File: src/shared/amer_pkg.sv
// register map, field positions and reset values for alert masking and extended resolution
package amer_pkg;
    localparam logic [7:0] MASK_FIRST_ADDR  = 8'h74;
    localparam logic [7:0] MASK_SECOND_ADDR = 8'h75;
    localparam logic [7:0] EXT_VOLT_ADDR    = 8'h76;
    localparam logic [7:0] EXT_MIXED_ADDR   = 8'h77;
    localparam logic [7:0] MASK_FIRST_RST   = 8'h00;
    localparam logic [7:0] MASK_SECOND_RST  = 8'h00;
    localparam logic [7:0] EXT_RST          = 8'h00;
    localparam logic [7:0] MSB_RST          = 8'h00;
    // status/mask bit positions, channel count and result width
    localparam int SUMMARY_BIT_FIRST  = 7;
    localparam int SUMMARY_BIT_SECOND = 1;
    localparam int TWELVE_VOLT_BIT    = 0;
    localparam int FAN4_TIMER_BIT     = 5;
    localparam int NUM_CHAN           = 8;
    localparam int RES_WIDTH          = 10;
    // upper-result registers start here, one per channel in ext-register field order
    localparam logic [7:0] MSB_BASE_ADDR = 8'h20;
    localparam logic [7:0] READ_UNMAPPED = 8'h00;
endpackage : amer_pkg
File: src/core/amer_alert_mask.sv
// alert masking and extended resolution readout with frozen result set
`timescale 1ns/10ps
module amer_alert_mask #(
    parameter int NCH = amer_pkg::NUM_CHAN,
    parameter int RW  = amer_pkg::RES_WIDTH
) (
    input  wire logic              mclk,
    input  wire logic              resetn,
    input  wire logic [7:0]        regAddr,
    input  wire logic [7:0]        regWdata,
    input  wire logic              regWrite,
    input  wire logic              regRead,
    output logic      [7:0]        regRdata,
    input  wire logic [7:0]        statusFirst,
    input  wire logic [7:0]        statusSecond,
    input  wire logic              twelveVoltMode,
    input  wire logic              fourthPinIsTimer,
    input  wire logic [NCH*RW-1:0] resultIn,
    input  wire logic [NCH-1:0]    resultValid,
    output logic      [7:0]        alertStatusFirst,
    output logic      [7:0]        alertStatusSecond,
    output logic                   alertOutN
);
    // ----------------------------------------------------------------
    // register decode
    // ----------------------------------------------------------------
    logic [7:0] maskFirst_r;
    logic [7:0] maskSecond_r;
    logic [RW-1:0] result_r [NCH];
    logic [NCH-1:0] msbPending_r;
    logic [NCH-1:0] msbPending_nxt;
    logic alertN_r;
    logic alertN_nxt;

    wire selMaskFirst  = (regAddr == amer_pkg::MASK_FIRST_ADDR);
    wire selMaskSecond = (regAddr == amer_pkg::MASK_SECOND_ADDR);
    wire selExtVolt    = (regAddr == amer_pkg::EXT_VOLT_ADDR);
    wire selExtMixed   = (regAddr == amer_pkg::EXT_MIXED_ADDR);
    wire [7:0] msbOffset = regAddr - amer_pkg::MSB_BASE_ADDR;
    wire selMsb        = (regAddr >= amer_pkg::MSB_BASE_ADDR) && (msbOffset < 8'(NCH));

    wire [7:0] extVolt;
    wire [7:0] extMixed;
    wire [NCH-1:0] msbReadHit;

    // ----------------------------------------------------------------
    // per-channel result holding
    // ----------------------------------------------------------------
    genvar g;
    generate
        for (g = 0; g < NCH; g = g + 1)
        begin : gChan
            // frozen channel ignores new conversions until its upper byte is read;
            // the ext read itself blocks too, so a same-cycle update cannot split the pair
            wire extHit = (g < 4) ? (regRead && selExtVolt) : (regRead && selExtMixed);
            wire frozen = msbPending_r[g] | extHit;
            assign msbReadHit[g] = regRead && selMsb && (msbOffset == 8'(g));
            always_ff @(posedge mclk or negedge resetn)
            begin
                if (!resetn)
                    result_r[g] <= '0;
                else if (resultValid[g] && !frozen)
                    result_r[g] <= resultIn[g*RW +: RW];
            end
            if (g < 4)
            begin : gLowA
                assign extVolt[2*g +: 2] = result_r[g][1:0];
            end
            else
            begin : gLowB
                assign extMixed[2*(g-4) +: 2] = result_r[g][1:0];
            end
        end
    endgenerate

    // reading an ext register arms freeze on its four channels; upper read releases
    always_comb
    begin
        msbPending_nxt = msbPending_r & ~msbReadHit;
        if (regRead && selExtVolt)
            msbPending_nxt[3:0] = 4'hF;
        if (regRead && selExtMixed)
            msbPending_nxt[7:4] = 4'hF;
    end

    // ----------------------------------------------------------------
    // mask registers and freeze pending flags
    // ----------------------------------------------------------------
    always_ff @(posedge mclk or negedge resetn)
    begin
        if (!resetn)
        begin
            maskFirst_r  <= amer_pkg::MASK_FIRST_RST;
            maskSecond_r <= amer_pkg::MASK_SECOND_RST;
            msbPending_r <= '0;
        end
        else
        begin
            if (regWrite && selMaskFirst)
                maskFirst_r <= regWdata;
            if (regWrite && selMaskSecond)
                maskSecond_r <= regWdata;
            msbPending_r <= msbPending_nxt;
        end
    end

    // ----------------------------------------------------------------
    // read mux
    // ----------------------------------------------------------------
    wire [7:0] msbByte = result_r[msbOffset[2:0]][RW-1:2];
    wire [7:0] rdMux = selMaskFirst  ? maskFirst_r  :
                       selMaskSecond ? maskSecond_r :
                       selExtVolt    ? extVolt      :
                       selExtMixed   ? extMixed     :
                       selMsb        ? msbByte      : amer_pkg::READ_UNMAPPED;
    assign regRdata = rdMux;

    // ----------------------------------------------------------------
    // alert gating
    // ----------------------------------------------------------------
    // twelve-volt mask only counts in twelve-volt pin mode; otherwise its status is not a source
    wire twelveGate = twelveVoltMode ? ~maskSecond_r[amer_pkg::TWELVE_VOLT_BIT] : 1'b0;
    // bit 5 covers fan four or timer limit; status producer picks which by pin function
    wire unusedPinFn = fourthPinIsTimer;
    wire [7:0] enFirst  = ~maskFirst_r;
    wire [7:0] enSecond = {~maskSecond_r[7:1], twelveGate};
    wire [7:0] liveFirst  = statusFirst  & enFirst;
    wire [7:0] liveSecond = statusSecond & enSecond;
    // status is passed through untouched so masking never hides it from reads
    assign alertStatusFirst  = statusFirst;
    assign alertStatusSecond = statusSecond;
    assign alertN_nxt = ~(|liveFirst | |liveSecond) | (unusedPinFn & 1'b0);

    always_ff @(posedge mclk or negedge resetn)
    begin
        if (!resetn)
            alertN_r <= 1'b1;
        else
            alertN_r <= alertN_nxt;
    end
    assign alertOutN = alertN_r;

    // ----------------------------------------------------------------
    // checks
    // ----------------------------------------------------------------
    summary_first_a : assert property (@(posedge mclk) disable iff (!resetn)
        (maskFirst_r == 8'h80 && statusFirst == 8'h80 && statusSecond == 8'h00) |=> alertOutN)
        else $error("masked first summary still raised alert");
    low_voltage_a : assert property (@(posedge mclk) disable iff (!resetn)
        (statusFirst == 8'h01 && !maskFirst_r[0] && statusSecond == 8'h00) |=> !alertOutN)
        else $error("unmasked low-voltage event missed");
    mask_first_a : assert property (@(posedge mclk) disable iff (!resetn)
        (statusSecond == 8'h00 && (statusFirst & ~maskFirst_r) == 8'h00) |=> alertOutN)
        else $error("masked first-group event raised alert");
    temp_chan_a : assert property (@(posedge mclk) disable iff (!resetn)
        (statusFirst[6:4] != 3'h0 && (statusFirst[6:4] & ~maskFirst_r[6:4]) != 3'h0) |=> !alertOutN)
        else $error("unmasked temperature event missed");
    twelve_volt_a : assert property (@(posedge mclk) disable iff (!resetn)
        (statusSecond == 8'h01 && statusFirst == 8'h00 && !twelveVoltMode) |=> alertOutN)
        else $error("twelve-volt alert outside its mode");
    fan_diode_a : assert property (@(posedge mclk) disable iff (!resetn)
        (statusFirst == 8'h00 && (statusSecond[7:1] & ~maskSecond_r[7:1]) != 7'h00) |=> !alertOutN)
        else $error("unmasked second-group event missed");
    ext_freeze_a : assert property (@(posedge mclk) disable iff (!resetn)
        (regRead && selExtVolt) |=> msbPending_r[3:0] == 4'hF)
        else $error("ext read did not freeze voltage results");
    hold_frozen_a : assert property (@(posedge mclk) disable iff (!resetn)
        msbPending_r[0] |=> $stable(result_r[0]))
        else $error("frozen result changed");
    release_a : assert property (@(posedge mclk) disable iff (!resetn)
        (statusFirst == 8'h00 && statusSecond == 8'h00) |=> alertOutN)
        else $error("alert held with no condition");

    // ----------------------------------------------------------------
    // checks: first group
    // ----------------------------------------------------------------
    low_volt_masked_a : assert property (@(posedge mclk) disable iff (!resetn)
        (statusFirst == 8'h01 && statusSecond == 8'h00 && maskFirst_r[0])
        |=> alertOutN)
        else $error("masked low-voltage event raised alert");
    core_chan_a : assert property (@(posedge mclk) disable iff (!resetn)
        (statusFirst == 8'h02 && statusSecond == 8'h00 && !maskFirst_r[1])
        |=> !alertOutN)
        else $error("unmasked core event missed");
    supply_chan_a : assert property (@(posedge mclk) disable iff (!resetn)
        (statusFirst == 8'h04 && statusSecond == 8'h00 && !maskFirst_r[2])
        |=> !alertOutN)
        else $error("unmasked supply event missed");
    five_volt_a : assert property (@(posedge mclk) disable iff (!resetn)
        (statusFirst == 8'h08 && statusSecond == 8'h00 && !maskFirst_r[3])
        |=> !alertOutN)
        else $error("unmasked five-volt event missed");
    temp_masked_a : assert property (@(posedge mclk) disable iff (!resetn)
        (statusSecond == 8'h00 && statusFirst[7] == 1'b0 && statusFirst[3:0] == 4'h0
            && (statusFirst[6:4] & ~maskFirst_r[6:4]) == 3'h0) |=> alertOutN)
        else $error("masked temperature event raised alert");
    summary_live_a : assert property (@(posedge mclk) disable iff (!resetn)
        (statusFirst == 8'h80 && statusSecond == 8'h00 && !maskFirst_r[7])
        |=> !alertOutN)
        else $error("unmasked first summary missed");
    any_live_a : assert property (@(posedge mclk) disable iff (!resetn)
        ((statusFirst & ~maskFirst_r) != 8'h00)
        |=> !alertOutN)
        else $error("unmasked condition left alert released");

    // ----------------------------------------------------------------
    // checks: second group
    // ----------------------------------------------------------------
    summary_second_a : assert property (@(posedge mclk) disable iff (!resetn)
        (statusFirst == 8'h00 && statusSecond == 8'h02 && maskSecond_r[1])
        |=> alertOutN)
        else $error("masked second summary raised alert");
    summary_second_live_a : assert property (@(posedge mclk) disable iff (!resetn)
        (statusFirst == 8'h00 && statusSecond == 8'h02 && !maskSecond_r[1])
        |=> !alertOutN)
        else $error("unmasked second summary missed");
    twelve_masked_a : assert property (@(posedge mclk) disable iff (!resetn)
        (statusFirst == 8'h00 && statusSecond == 8'h01 && twelveVoltMode && maskSecond_r[0])
        |=> alertOutN)
        else $error("masked twelve-volt event raised alert");
    twelve_live_a : assert property (@(posedge mclk) disable iff (!resetn)
        (statusFirst == 8'h00 && statusSecond == 8'h01 && twelveVoltMode && !maskSecond_r[0])
        |=> !alertOutN)
        else $error("unmasked twelve-volt event missed");
    fan_masked_a : assert property (@(posedge mclk) disable iff (!resetn)
        (statusFirst == 8'h00 && statusSecond[1:0] == 2'h0 && statusSecond[7:5] == 3'h0
            && (statusSecond[4:2] & ~maskSecond_r[4:2]) == 3'h0) |=> alertOutN)
        else $error("masked fan fault raised alert");
    fan_timer_a : assert property (@(posedge mclk) disable iff (!resetn)
        (statusFirst == 8'h00 && statusSecond == 8'h20 && maskSecond_r[5])
        |=> alertOutN)
        else $error("masked fan four or timer event raised alert");
    fan_timer_live_a : assert property (@(posedge mclk) disable iff (!resetn)
        (statusFirst == 8'h00 && statusSecond == 8'h20 && !maskSecond_r[5])
        |=> !alertOutN)
        else $error("unmasked fan four or timer event missed");
    diode_masked_a : assert property (@(posedge mclk) disable iff (!resetn)
        (statusFirst == 8'h00 && statusSecond[5:0] == 6'h00
            && (statusSecond[7:6] & ~maskSecond_r[7:6]) == 2'h0) |=> alertOutN)
        else $error("masked diode fault raised alert");
    diode_live_a : assert property (@(posedge mclk) disable iff (!resetn)
        (statusFirst == 8'h00 && statusSecond == 8'h40 && !maskSecond_r[6])
        |=> !alertOutN)
        else $error("unmasked diode fault missed");

    // ----------------------------------------------------------------
    // checks: registers and freeze
    // ----------------------------------------------------------------
    reset_values_a : assert property (@(posedge mclk)
        !resetn |=> (resetn || (maskFirst_r == amer_pkg::MASK_FIRST_RST
            && maskSecond_r == amer_pkg::MASK_SECOND_RST && alertOutN
            && extVolt == amer_pkg::EXT_RST && extMixed == amer_pkg::EXT_RST)))
        else $error("reset left a register set or the alert driven");
    mask_first_wr_a : assert property (@(posedge mclk) disable iff (!resetn)
        (regWrite && selMaskFirst)
        |=> maskFirst_r == $past(regWdata))
        else $error("first mask write did not land");
    mask_second_wr_a : assert property (@(posedge mclk) disable iff (!resetn)
        (regWrite && selMaskSecond)
        |=> maskSecond_r == $past(regWdata))
        else $error("second mask write did not land");
    mask_first_view_a : assert property (@(posedge mclk) disable iff (!resetn)
        selMaskFirst
        |-> regRdata == maskFirst_r)
        else $error("first mask read wrong");
    mask_second_view_a : assert property (@(posedge mclk) disable iff (!resetn)
        selMaskSecond
        |-> regRdata == maskSecond_r)
        else $error("second mask read wrong");
    ext_volt_view_a : assert property (@(posedge mclk) disable iff (!resetn)
        selExtVolt
        |-> regRdata == {result_r[3][1:0], result_r[2][1:0], result_r[1][1:0], result_r[0][1:0]})
        else $error("voltage low bits read wrong");
    ext_mixed_view_a : assert property (@(posedge mclk) disable iff (!resetn)
        selExtMixed
        |-> regRdata == {result_r[7][1:0], result_r[6][1:0], result_r[5][1:0], result_r[4][1:0]})
        else $error("mixed low bits read wrong");
    mixed_freeze_a : assert property (@(posedge mclk) disable iff (!resetn)
        (regRead && selExtMixed)
        |=> msbPending_r[7:4] == 4'hF)
        else $error("ext read did not freeze mixed results");
    same_cycle_a : assert property (@(posedge mclk) disable iff (!resetn)
        (regRead && selExtVolt)
        |=> $stable(result_r[0]))
        else $error("result changed in the ext read cycle");
    upper_release_a : assert property (@(posedge mclk) disable iff (!resetn)
        (regRead && regAddr == amer_pkg::MSB_BASE_ADDR)
        |=> !msbPending_r[0])
        else $error("upper read did not release channel zero");
    mixed_release_a : assert property (@(posedge mclk) disable iff (!resetn)
        (regRead && regAddr == amer_pkg::MSB_BASE_ADDR + 8'h07)
        |=> !msbPending_r[7])
        else $error("upper read did not release channel seven");
    hold_mixed_a : assert property (@(posedge mclk) disable iff (!resetn)
        msbPending_r[7]
        |=> $stable(result_r[7]))
        else $error("frozen mixed result changed");
    upper_view_a : assert property (@(posedge mclk) disable iff (!resetn)
        (selMsb && msbOffset == 8'h00)
        |-> regRdata == result_r[0][RW-1:2])
        else $error("upper byte read wrong");
endmodule : amer_alert_mask

File: config.mk
export PLATFORM = sky130hd
export DESIGN_NAME = amer_alert_mask
export DESIGN_NICKNAME = d
export VERILOG_FILES = /design/src/shared/amer_pkg.sv /design/src/core/amer_alert_mask.sv
export SDC_FILE = /design/constraint.sdc
export NUM_CORES = 1
export LEC_CHECK = 0
export ABC_AREA = 1
export BUFFER_PORTS_ARGS = -buffer_cell sky130_fd_sc_hd__buf_2
export CORE_MARGIN = 3
export CORE_UTILIZATION = 45
export CTS_BUF_LIST = sky130_fd_sc_hd__clkbuf_2 sky130_fd_sc_hd__clkbuf_4 sky130_fd_sc_hd__clkbuf_8
export CTS_CLUSTER_DIAMETER = 150
export CTS_CLUSTER_SIZE = 30
export DETAILED_ROUTE_END_ITERATION = 16
export PLACE_DENSITY_LB_ADDON = 0.15
export SETUP_SLACK_MARGIN = 0.4
export SYNTH_ARGS = -nofsm -noshare
export SYNTH_HDL_FRONTEND = slang
export SYNTH_SLANG_ARGS = --single-unit
File: constraint.sdc
create_clock -name mclk -period 1.5 [get_ports mclk]
set_clock_uncertainty 0.05 [all_clocks]
set_input_delay 0.15 -clock mclk [delete_from_list [all_inputs] [get_ports mclk]]
set_output_delay 0.15 -clock mclk [all_outputs]
set_load 0.005 [all_outputs]
==> out/metrics.csv <==
metric;value;unit
cellPowerDensity;859.6;nW/um2
crit_path_end_kind;primary output;
yosysTopAreaCell;dfrtp_1;
via_per_inst;4.836;
synth_area_leaders;dfrtp_1, nand2_1, inv_1;
yosysUniqueCellTypes;31;
std_cell_rows;40;
core_area;12310;um2
fin_crit;1.874;ns
antenna_left;0;
clockRootBuffer;clkbuf_8;
maxUsedRoutingLayer;met4;
synth_edf_count;0;
r2r-start;msbPending_r[4];
cts_buffers;9;
antenna_found_initial;0;
gp_congestion;0.9034;
r2r_cells;5;
drv_slew;0;
cts_sinks;105;
final.setup.worst_slack;-0.3741;ns
drcViolationCount;0;
max_freq;0.5336;GHz
critPathKind;register to primary output;
synthTopCellsByCount;nand2_1, inv_1, dfrtp_1;
grt_first_pass_wirelength;26970;um
hp-class;input port to register;
wl_met3;886;um
slew_headroom;0.6177;
drt_first_iter_violations;459;
initial_core_util;0.4701;
worstMarginPinSlew;0.5735;ns
leakage;0.005017;uW
syn_inst;798;
drive_gt1_frac;0.4117;
die_w;119.4;um
post-route-util;0.7795;
numPortBuffers;149;
rsz0062_at_grt;true;
htree_levels;3;
timing.rr.end;result_r[35];
postSynthAreaPerCell;7.253;um2
finalHoldViolations;0;
cp-start-kind;register;
setup_viol;8;
drt-total-wl;19220;um
nFillCells;829;
areaGrowthSynthToFinish;65.80;%
rrSetupSlack;0.34;ns
cts_tree;done;
die_area;14260;um2
die-height;119.4;um
overflow;0;
peakVddDrop;588.7;uV
ys.flop_type;dfrtp_1;
ios;151;
cp.required;1.30;ns
grt_pass1_vias;5701;
met2_length;9972;um
syn_area;5788;um2
dp_slack;-0.1464;ns
cp_max_fo;2;
synth_warnings;0;
vias;6098;
grt_max_degree;106;
tns;-2.478;ns
violations;setup timing;
path_clk_slew;0.09;ns
n_antenna_cell;0;
synth-seq-cells;105;
crit_arrival;1.67;ns
cts_max_path_buffers;2;
async_flop_share;1.000;
synth_most_common_cell;nand2_1;
ys_seq_area_frac;0.4542;
status;finished with violations;
total_power;8249;uW
drt_pass1_iterations;5;
finalCritPeriodShare;1.249;
crit_path_end;regRdata[5];
fin_nets;1216;
synth_top_cell_area_share;0.4496;
cap_violations;0;
routedWlPerCell;15.24;um
clk_latency;0.39;ns
critical_path.startpoint;result_r[77];
dp_hpwl;10680;um
syn_nets;925;
wl_met1;8012;um
grtUsageTotal;0.2363;
## worst max-delay path, stage by stage, from the launching register on
cell	delay, ns
dfrtp_1	0.39
inv_1	0.06
nand2_1	0.06
nand2_1	0.11
nand2_1	0.08
nand2_1	0.09
nand2_1	0.08
nand3_2	0.08
nand2_1	0.05
nand2_1	0.08
nand3_1	0.08
buf_2	0.14
## how the worst min path moves through the flow
stage / start / depth (start not counted) / slack (ns) / end
global route: twelveVoltMode / 6 / 0.11 / alertOutN
floorplan: resetn / 0 / -0.20 / extMixed[0]
finish: twelveVoltMode / 6 / 0.07 / alertOutN
global placement: resetn / 2 / 0.22 / result_r[37]
detailed placement: resetn / 2 / 0.22 / result_r[27]
CTS: statusFirst[5] / 6 / 0.04 / alertOutN
## through the flow
| step | hold WS (ns) | cells | cell area (um2) |
|---|---|---|---|
| finish | 0.06761 | 1261 | 9597 |
| floorplan | -0.1956 | 798 | 5933 |
| detailed placement | 0.2207 | 1103 | 6907 |
| global route | 0.1075 | 1261 | 9597 |
| CTS | 0.04018 | 1228 | 8428 |
| global placement | 0.2180 | 1103 | 6907 |
## placed cells by master (no fill, tap or decap), drive strengths merged, types with 2 or more instances in the layout
master | netlist | routed
nand2 | 280 | 282
buf | 39 | 226
inv | 162 | 162
dfrtp | 104 | 104
dlygate4sd3 | 0 | 89
o21ai | 68 | 68
nor2 | 45 | 46
a21oi | 36 | 36
nand3 | 24 | 24
clkbuf | 11 | 24
o2111ai | 8 | 8
o22ai | 7 | 7
nor3 | 5 | 5
nand3b | 3 | 3
bufinv | 0 | 2
## timing repair
item,in CTS,in global routing
endpoints found under the hold margin,198,0
endpoints found under the setup margin,95,92
gates resized for setup,62,199
buffers inserted,17,15
hold buffers,89,0
pin swaps,27,31
cloned,4,18
## where the power goes
| part | switching, uW | internal (uW) |
|---|---|---|
| clock | 971 | 1010 |
| combinational | 1270 | 1280 |
| sequential | 361 | 3350 |
## flip-flops by register name, indices dropped and copies added (netlist names)
name          count
alertOutN         1
extVolt           8
extMixed          8
maskSecond_r      8
maskFirst_r       8
msbPending_r      8
result_r         64
## per-layer routing
| metal | up-vias | track usage |
|---|---|---|
| met5 | - | 0 |
| met1 | 2892 | 0.3121 |
| met2 | 200 | 0.3949 |
| met3 | 28 | 0.03656 |
| met4 | 0 | 0.08375 |
| li1 | 2978 | - |
## logic make-up after synthesis
kind of cell / synth area share
AO/OA/AOI/OAI: 0.1161
adder cells (fa/ha/maj): 0.002161
flip-flops: 0.4542
AND/OR/NAND/NOR: 0.2598
buffers and inverters: 0.1662
XOR/XNOR: 0.001513
## cell type report
type                       count  area [um2]  area share
clock buffer                  12       152.6     0.01591
clock inverter                 3       65.06    0.006780
inverter                     162       633.1     0.06597
multi-input combinational    484        3040      0.3168
sequential                   105        2629      0.2739
tap                          168       210.2     0.02190
timing repair buffer         327        2867      0.2987
No activity file was read; power rests on OpenSTA's default activity.
